$ cat src/rss_pkg.sv
`default_nettype none
package rss_pkg;
    localparam int CLK_KHZ      = 250_000;
    localparam int T_RST_MS     = 160;
    localparam int PB_DB_MS     = 160;
    localparam int OSC_START_MS = 1000;
    localparam int WD_STEP_MS   = 10;
    localparam int T_RST_CYC    = T_RST_MS * CLK_KHZ;
    localparam int PB_DB_CYC    = PB_DB_MS * CLK_KHZ;
    localparam int OSC_CYC      = OSC_START_MS * CLK_KHZ;
    localparam int WD_STEP_CYC  = WD_STEP_MS * CLK_KHZ;
    localparam int OSC_DIV      = 32768;
    localparam int WD_MAX_UNITS = 9999;
    localparam int REG_COUNT    = 8;
    localparam logic [7:0] TIME_RESET  = 8'h00;
    // Arbitrary bus address
    localparam logic [6:0] DEV_ADDR_DEF = 7'h2a;
    localparam int PIN_W = 5;

    typedef enum logic [1:0] {RS_POWER, RS_HOLD, RS_RUN} rss_rst_state_t;
    typedef enum logic [2:0] {I_IDLE, I_ADDR, I_WR, I_ACK, I_RD, I_RACK} rss_i2c_state_t;
    typedef struct packed {
        logic scl;
        logic sda;
        logic rstPin;
        logic powerFail;
        logic oscIn;
    } rss_pins_t;
endpackage : rss_pkg
`default_nettype wire

$ cat src/rss_supervisor.sv
// Overview of operation
// Reset pin pulled low while supply is below power_fail_trip_level.
// Reset released after supply stays good for the reset hold time.
// Reset pin is open-drain, active low, never driven high.
// External low on reset pin is debounced, then starts a reset.
// Oscillator disabled adds startup time to the reset hold.
// Watchdog in 10 ms steps, 0.01 to 99.99 s, resets on expiry; wdTimeout is not capped at 9999 units, so up to 163.83 s.
// Device is bus target only; never drives clock or START/STOP.
// Controller sends START, address byte, then data bytes.
// Pointer advances after each byte until STOP.
// Register access blocked while supply is below trip level.
// Access accepted only after the reset output has gone high.
// Registers kept alive on backup_supply during supply loss.
// First power-up loads time and date registers with zeros.
// Host should write valid time values after first power-up.
// Timebase from 32.768 kHz crystal or external oscillator input.
// Address not acknowledged while access is blocked.
// Pushbutton level synchronised before debouncing.
`timescale 1ns/1ps
`default_nettype none
module rss_supervisor
    import rss_pkg::*;
#(
    parameter int unsigned HOLD_CYC = T_RST_CYC,
    parameter int unsigned PB_CYC   = PB_DB_CYC,
    parameter int unsigned OSC_SU   = OSC_CYC,
    parameter int unsigned WD_STEP  = WD_STEP_CYC,
    parameter int unsigned OSC_DV   = OSC_DIV,
    parameter logic [6:0]  DEV_ADDR = DEV_ADDR_DEF
) (
    input  wire logic        clk,          // 250 MHz
    input  wire logic        resetn,       // First power-up reset
    input  wire logic        powerFail,    // Comparator: supply below trip
    input  wire logic        rstPinIn,     // Reset pin level
    output logic             rstPinOut,    // Reset pin drive value
    output logic             rstPinOe,     // Reset pin pull-low enable
    input  wire logic        scl,          // Serial clock
    input  wire logic        sdaIn,        // Serial data level
    output logic             sdaOut,       // Serial data drive value
    output logic             sdaOe,        // Serial data pull-low enable
    input  wire logic        oscInput,     // Crystal or external oscillator
    output logic             oscOutput,    // Oscillator feedback
    input  wire logic        oscDisabled,  // Oscillator stopped
    input  wire logic        wdEnable,     // Watchdog enable
    input  wire logic [13:0] wdTimeout,    // Timeout in 10 ms units
    input  wire logic        wdKick,       // Watchdog service pulse
    output logic             accessEnable, // Serial access allowed
    output logic             secondTick    // One pulse per second
);
    localparam int PTR_W = $clog2(REG_COUNT);
    localparam logic [31:0] HOLD_L = 32'(HOLD_CYC);
    localparam logic [31:0] OSC_L  = 32'(OSC_SU);
    localparam logic [31:0] PB_L   = 32'(PB_CYC);
    localparam logic [31:0] WDS_L  = 32'(WD_STEP);
    localparam logic [15:0] DIV_L  = 16'(OSC_DV);

    generate
        if (HOLD_CYC < 1 || PB_CYC < 1 || WD_STEP < 1 || OSC_DV < 2 || OSC_DV > 65535) begin : g_chk
            $error("rss_supervisor: bad timing parameter");
        end
    endgenerate

    // Two-flop synchronisers for the bus, reset, power-fail and oscillator pins
    logic [PIN_W-1:0] meta;
    logic [PIN_W-1:0] syncd;
    wire  [PIN_W-1:0] rawIn = {scl, sdaIn, rstPinIn, powerFail, oscInput};
    genvar gi;
    generate
        for (gi = 0; gi < PIN_W; gi++) begin : g_sync
            always_ff @(posedge clk or negedge resetn) begin
                if (!resetn) begin
                    meta[gi]  <= 1'b1;
                    syncd[gi] <= 1'b1;
                end else begin
                    meta[gi]  <= rawIn[gi];
                    syncd[gi] <= meta[gi];
                end
            end
        end
    endgenerate
    rss_pins_t pin;
    assign pin = syncd;

    // Reset sequencer
    rss_rst_state_t rstState;
    logic [31:0]    holdCnt;
    logic [31:0]    pbCnt;
    logic           wdFire;
    wire  [31:0]    holdTarget = oscDisabled ? HOLD_L + OSC_L : HOLD_L;
    wire            pbLow      = !pin.rstPin && !rstPinOe;
    wire            pbFire     = pbLow && (pbCnt == PB_L - 32'h1);
    wire            holdDone   = holdCnt >= holdTarget - 32'h1;

    always_ff @(posedge clk or negedge resetn) begin
        if (!resetn) begin
            pbCnt <= 32'h0;
        end else begin
            pbCnt <= pbLow && !pbFire ? pbCnt + 32'h1 : 32'h0;
        end
    end

    always_ff @(posedge clk or negedge resetn) begin
        if (!resetn) begin
            rstState <= RS_POWER;
            holdCnt  <= 32'h0;
        end else if (pin.powerFail) begin
            rstState <= RS_POWER;
            holdCnt  <= 32'h0;
        end else begin
            unique case (rstState)
                RS_POWER: begin
                    rstState <= RS_HOLD;
                    holdCnt  <= 32'h0;
                end
                RS_HOLD: begin
                    holdCnt  <= holdCnt + 32'h1;
                    if (holdDone)
                        rstState <= RS_RUN;
                end
                RS_RUN: begin
                    holdCnt <= 32'h0;
                    if (pbFire || wdFire)
                        rstState <= RS_HOLD;
                end
            endcase
        end
    end
    assign rstPinOut    = 1'b0;
    assign rstPinOe     = rstState != RS_RUN;
    assign accessEnable = rstState == RS_RUN && !pin.powerFail;

    // Watchdog, counted on the system clock in 10 ms steps
    logic [31:0] wdPre;
    logic [13:0] wdUnits;
    logic        addrAck;
    wire         wdRun  = wdEnable && wdTimeout != 14'h0 && rstState == RS_RUN;
    wire         wdStep = wdPre == WDS_L - 32'h1;
    always_ff @(posedge clk or negedge resetn) begin
        if (!resetn) begin
            wdPre   <= 32'h0;
            wdUnits <= 14'h0;
            wdFire  <= 1'b0;
        end else if (!wdRun || wdKick || addrAck) begin
            wdPre   <= 32'h0;
            wdUnits <= 14'h0;
            wdFire  <= 1'b0;
        end else begin
            wdPre  <= wdStep ? 32'h0 : wdPre + 32'h1;
            wdFire <= wdStep && (wdUnits + 14'h1 == wdTimeout);
            if (wdStep)
                wdUnits <= wdUnits + 14'h1;
        end
    end

    // Timebase from the sampled oscillator pin
    logic        oscPrev;
    logic [15:0] oscDiv;
    wire         oscRise = pin.oscIn && !oscPrev;
    always_ff @(posedge clk or negedge resetn) begin
        if (!resetn) begin
            oscPrev    <= 1'b1; // Same as the synchroniser reset, so no false edge
            oscDiv     <= 16'h0;
            secondTick <= 1'b0;
            oscOutput  <= 1'b0;
        end else begin
            oscPrev    <= pin.oscIn;
            oscOutput  <= !oscDisabled && !pin.oscIn;
            secondTick <= !oscDisabled && oscRise && oscDiv == DIV_L - 16'h1;
            if (!oscDisabled && oscRise)
                oscDiv <= oscDiv == DIV_L - 16'h1 ? 16'h0 : oscDiv + 16'h1;
        end
    end

    // Serial target
    rss_i2c_state_t i2cState;
    logic [3:0]       bitCnt;
    logic [7:0]       shReg;
    logic [7:0]       txReg;
    logic [PTR_W-1:0] ptr;
    logic             ptrPhase;
    logic             readMode;
    logic             masterAck;
    logic             sclPrev;
    logic             sdaPrev;
    logic             sdaDrive;
    logic [7:0]       timeReg [REG_COUNT];

    wire startCond = pin.scl && sclPrev && sdaPrev && !pin.sda;
    wire stopCond  = pin.scl && sclPrev && !sdaPrev && pin.sda;
    wire sclRise   = pin.scl && !sclPrev;
    wire sclFall   = !pin.scl && sclPrev;
    wire byteDone  = bitCnt == 4'h8;
    wire addrHit   = shReg[7:1] == DEV_ADDR && accessEnable;
    wire [PTR_W-1:0] ptrNext = ptr == PTR_W'(REG_COUNT - 1) ? '0 : ptr + PTR_W'(1);
    wire [PTR_W-1:0] ptrLoad = shReg < 8'(REG_COUNT) ? shReg[PTR_W-1:0] : '0;
    wire [7:0]       rdData  = timeReg[ptr];
    wire busEvent  = accessEnable && !startCond && !stopCond;
    wire wrEn      = busEvent && sclFall && i2cState == I_WR && byteDone && !ptrPhase;
    wire loadRead  = (i2cState == I_ACK && readMode) || (i2cState == I_RACK && masterAck);
    assign addrAck = busEvent && sclFall && i2cState == I_ADDR && byteDone && addrHit;
    assign sdaOut  = 1'b0;
    assign sdaOe   = sdaDrive;

    always_ff @(posedge clk or negedge resetn) begin
        if (!resetn) begin
            sclPrev <= 1'b1;
            sdaPrev <= 1'b1;
        end else begin
            sclPrev <= pin.scl;
            sdaPrev <= pin.sda;
        end
    end

    always_ff @(posedge clk or negedge resetn) begin
        if (!resetn) begin
            i2cState  <= I_IDLE;
            bitCnt    <= 4'h0;
            shReg     <= 8'h0;
            txReg     <= 8'h0;
            ptr       <= '0;
            ptrPhase  <= 1'b1;
            readMode  <= 1'b0;
            masterAck <= 1'b0;
            sdaDrive  <= 1'b0;
        end else if (!accessEnable) begin
            i2cState <= I_IDLE;
            sdaDrive <= 1'b0;
        end else if (startCond) begin
            i2cState <= I_ADDR;
            bitCnt   <= 4'h0;
            ptrPhase <= 1'b1;
            sdaDrive <= 1'b0;
        end else if (stopCond) begin
            i2cState <= I_IDLE;
            sdaDrive <= 1'b0;
        end else if (sclRise) begin
            if (i2cState == I_ADDR || i2cState == I_WR) begin
                shReg  <= {shReg[6:0], pin.sda};
                bitCnt <= bitCnt + 4'h1;
            end
            if (i2cState == I_RACK)
                masterAck <= !pin.sda;
        end else if (sclFall) begin
            if (loadRead) begin
                txReg    <= {rdData[6:0], 1'b0};
                sdaDrive <= !rdData[7];
                ptr      <= ptrNext;
                bitCnt   <= 4'h1;
                i2cState <= I_RD;
            end else begin
                unique case (i2cState)
                    I_IDLE: ;
                    I_ADDR: if (byteDone) begin
                        readMode <= shReg[0];
                        sdaDrive <= addrHit;
                        i2cState <= addrHit ? I_ACK : I_IDLE;
                    end
                    I_WR: if (byteDone) begin
                        ptr      <= ptrPhase ? ptrLoad : ptrNext;
                        ptrPhase <= 1'b0;
                        sdaDrive <= 1'b1;
                        i2cState <= I_ACK;
                    end
                    I_ACK: begin
                        sdaDrive <= 1'b0;
                        bitCnt   <= 4'h0;
                        i2cState <= I_WR;
                    end
                    I_RD: begin
                        if (byteDone) begin
                            sdaDrive <= 1'b0;
                            i2cState <= I_RACK;
                        end else begin
                            sdaDrive <= !txReg[7];
                            txReg    <= {txReg[6:0], 1'b0};
                            bitCnt   <= bitCnt + 4'h1;
                        end
                    end
                    I_RACK: begin
                        sdaDrive <= 1'b0;
                        i2cState <= I_IDLE;
                    end
                endcase
            end
        end
    end

    // Only resetn clears the registers: supply loss leaves them intact
    always_ff @(posedge clk or negedge resetn) begin
        if (!resetn) begin
            for (int i = 0; i < REG_COUNT; i++)
                timeReg[i] <= TIME_RESET;
        end else if (wrEn) begin
            timeReg[ptr] <= shReg;
        end
    end
endmodule : rss_supervisor
`default_nettype wire

$ cat config.mk
export PLATFORM = sky130hd
export DESIGN_NAME = rss_supervisor
export DESIGN_NICKNAME = d
export VERILOG_FILES = /design/src/rss_pkg.sv /design/src/rss_supervisor.sv
export SDC_FILE = /design/constraint.sdc
export NUM_CORES = 1
export LEC_CHECK = 0
export BUFFER_PORTS_ARGS = -buffer_cell sky130_fd_sc_hd__buf_2
export CORE_MARGIN = 1.5
export CORE_UTILIZATION = 30
export CTS_BUF_LIST = sky130_fd_sc_hd__clkbuf_8
export CTS_CLUSTER_SIZE = 40
export DETAILED_ROUTE_END_ITERATION = 8
export PLACE_DENSITY_LB_ADDON = 0.25
export SLEW_MARGIN = 40
export SYNTH_ARGS = -nofsm -noshare
export SYNTH_HDL_FRONTEND = slang
export SYNTH_SLANG_ARGS = --single-unit
export TNS_END_PERCENT = 5
$ cat constraint.sdc
create_clock -name clk -period 6.5 [get_ports clk]
set_input_delay 1.3 -clock clk [delete_from_list [all_inputs] [get_ports clk]]
set_output_delay 1.3 -clock clk [all_outputs]
set_load 0.005 [all_outputs]
==> metrics.csv <==
stage,metric,value,unit
run_status,outcome,finished clean,
die,Row Count,73,
clock_tree,CTS Buf Count,42,
synthesis,synthesized flop and latch total,237,
layout,Layout Nets,1261,
critical_path,CP Capture Type,flop,
synthesis,Netlist cell types,74,
route,Residual DRC,0,
critical_path,CP Launch Type,flop,
worst_hold_path,Min-Delay Path Class,reg -> reg,
synthesis,Mapped Area,0.0121,sq mm
placed_design,gpl congestion,0.812,
clock_tree,CTS resizes,0,
job,Max-Cap Viols,0,
route,final wirelength,26.5,mm
critical_path,Max Fanout on Critical Path,32,
global_routing,first-pass GRT wire length,45.5,mm
placed_design,Inst Count DP,1696,
critical_path,slack of the worst reg-to-reg path,3.29,ns
synthesis,register area share after synthesis,0.492,
worst_hold_path,Hold Startpoint,meta[1],
sta,Peak Freq,0.312,GHz
critical_path,worst r2r src,rstState[0],
synthesis,Yosys top cell by area,dfrtp_1,
die,core area,0.0397,sq mm
route,DR top layer,met4,
clock_tree,CTS tree,built,
power_and_ir_drop,leakage,5.76,nW
synthesis,Yosys top cell area share,0.462,
synthesis,Post-synth EDFFs,0,
synthesis,Cells after Synth,1180,
die,Die W,204,microns
critical_path,critical path arrival,3.60,ns
clock_tree,clock sink count,237,
route,DR vias,8650,
route,Routed Antenna Nets,0,
die,Die Span Y,204,microns
sta,Max Slew Vio Count,0,
route,routed wl met3,867,microns
synthesis,ranking of synthesized cells by area,"dfrtp_1, mux2_2, nor2_1",
route,WL per Instance,15.0,microns
sta,clk_skew,0.0229,ns
worst_hold_path,Worst Hold End,pin[1],
power_and_ir_drop,"Power, Total",0.00321,W
global_routing,largest net degree at the start of global routing,118,
placed_design,Final HPWL DP,17.4,mm
placed_design,IO buf count,28,
sta,final setup vio count,0,
critical_path,Crit Path Category,reg -> reg,
sta,Setup TNS Final,0,ns
synthesis,dominant synthesized flop cell,dfrtp_1,
sta,Worst Tran Pin Value,0.730,ns
global_routing,GRT Util Overall,0.134,
clock_tree,H-tree levels,2,
layout,share of layout cells above drive strength 1,0.177,
die,Initial Util,0.304,
global_routing,grt total ovfl,0,
route,via/cell ratio,4.89,
clock_tree,CTS Root Cell,clkbuf_8,
critical_path,capturing point of the worst reg2reg path,wdPre[25],
layout,Layout area overhead,13.3,%
clock_tree,post-CTS setup buffers,0,
clock_tree,clk slew on worst S/H paths,0.06,ns
sta,final critical-path share of the clock period,0.493,
sta,fin crit period,3.21,ns
synthesis,number of synthesis warnings,0,
worst_hold_path,WHS Path Cells,0,
sta,worst relative slew slack,0.513,
clock_tree,"Hold-fix buffers, CTS",0,
synthesis,most frequent cell after synthesis,dfrtp_1,
synthesis,Syn Area/Cell,10.2,sq um
synthesis,"FFs w/ async S/R, synth",1.00,
synthesis,"top cells by count, synth","dfrtp_1, nor2_1, nand2_1",
layout,fin util,0.345,
die,die footprint,0.0415,sq mm
route,Metal-1 WL,12.9,mm
global_routing,initial antenna violation count,0,
sta,Hold WS,0.355,ns
layout,final non-filler cell total,1770,
layout,antenna cells,0,
sta,unrepaired setup endpoints after global routing,no,
power_and_ir_drop,Worst VDD drop,122,uV
critical_path,Reg2Reg Depth,8,
route,Detail Route met2 WL,12.0,mm
sta,final hold vios,0,
power_and_ir_drop,PwrDens,234,mW/mm^2
clock_tree,CTS max path bufs,3,
global_routing,vias in the first global route,8856,
route,drt initial violations,554,
clock_tree,worst skew pair latency,0.56,ns
die,I/O Pins,31,
route,drt first pass iters,5,
critical_path,WP data required,6.89,ns
-- per-layer routing --
metal	up-vias	GRT usage
met5	-	0
met4	0	0.0503
met3	59	0.0275
met2	107	0.210
met1	4262	0.181
li1	4222	-
-- final cells by class --
cell class              instances  area, sq um
clock buffers                  52          716
clock inverters                22          173
fillers                      3992        26000
inverters                      29          109
multi-input cells             868         5830
flip-flops and latches        237         5950
well taps                     525          657
repair buffers                 37          270
-- cell families after synthesis --
| kind of cell | after synthesis | synth area share |
|---|---|---|
| AND/OR/NAND/NOR | 487 | 0.205 |
| other | 1 | 0.000310 |
| AO/OA/AOI/OAI | 145 | 0.0749 |
| XOR/XNOR | 118 | 0.0855 |
| adder cells (fa/ha/maj) | 22 | 0.0228 |
| flip-flops | 237 | 0.492 |
| multiplexers | 94 | 0.0925 |
| buffers and inverters | 76 | 0.0272 |
-- report_power, final --
group          internal [W]  switching [W]  total (W)
Clock              0.000839       0.000632    0.00147
Sequential          0.00151      0.0000329    0.00155
Combinational     0.0000595       0.000131   0.000190
-- worst max path at each step --
| stage | endpoint | start | slack (ns) | cells past startpoint |
|---|---|---|---|---|
| 6_report | wdPre[25] | rstState[0] | 3.29 | 8 |
| 3_3_place_gp | oscDiv[11] | oscDisabled | 3.06 | 7 |
| 5_1_grt | wdPre[14] | rstState[0] | 3.04 | 8 |
| 4_1_cts | wdPre[13] | rstState[0] | 3.28 | 8 |
| 3_5_place_dp | oscDiv[15] | oscDisabled | 2.99 | 6 |
| 2_1_floorplan | oscDiv[15] | oscDisabled | 3.42 | 6 |
-- critical path, cell delays in order (launching register included) --
cell and delay, ns:
dfrtp_1 0.39, and2b_1 0.31, nand2b_1 0.18, inv_2 0.16
nand2_2 0.12, or4_4 0.53, o31ai_4 0.61, or2b_2 0.62
nor2_1 0.11
-- sequential cells by signal (all words and copies together), names as in the netlist, 2 cells and up --
name / cells
i2cState: 3
meta: 5
rstState: 2
holdCnt: 32
wdUnits: 14
txReg: 7
ptr: 3
pin: 5
pbCnt: 32
bitCnt: 4
wdPre: 32
oscDiv: 16
shReg: 8
timeReg: 64
-- cell usage in the layout (no fill, tap or decap), types with 22 or more instances in the layout --
cell type and n:
inv_1 40, buf_2 27, nand2_1 85, xor2_1 64
mux2_2 70, o21ai_0 50, clkbuf_8 52, or3_1 27
nor2_1 160, nand3_1 49, xnor2_1 54, a21oi_1 37
ha_1 22, nand4_1 37, dfrtp_1 223
-- stage by stage --
stage / worst slack (ns) / cell area [sq um]
3_3_place_gp: 3.06 / 12700
4_1_cts: 3.28 / 13700
6_report: 3.29 / 13700
3_5_place_dp: 2.99 / 12800
5_1_grt: 3.04 / 13700
2_1_floorplan: 3.42 / 12100
(Power assumes the default switching activity.)
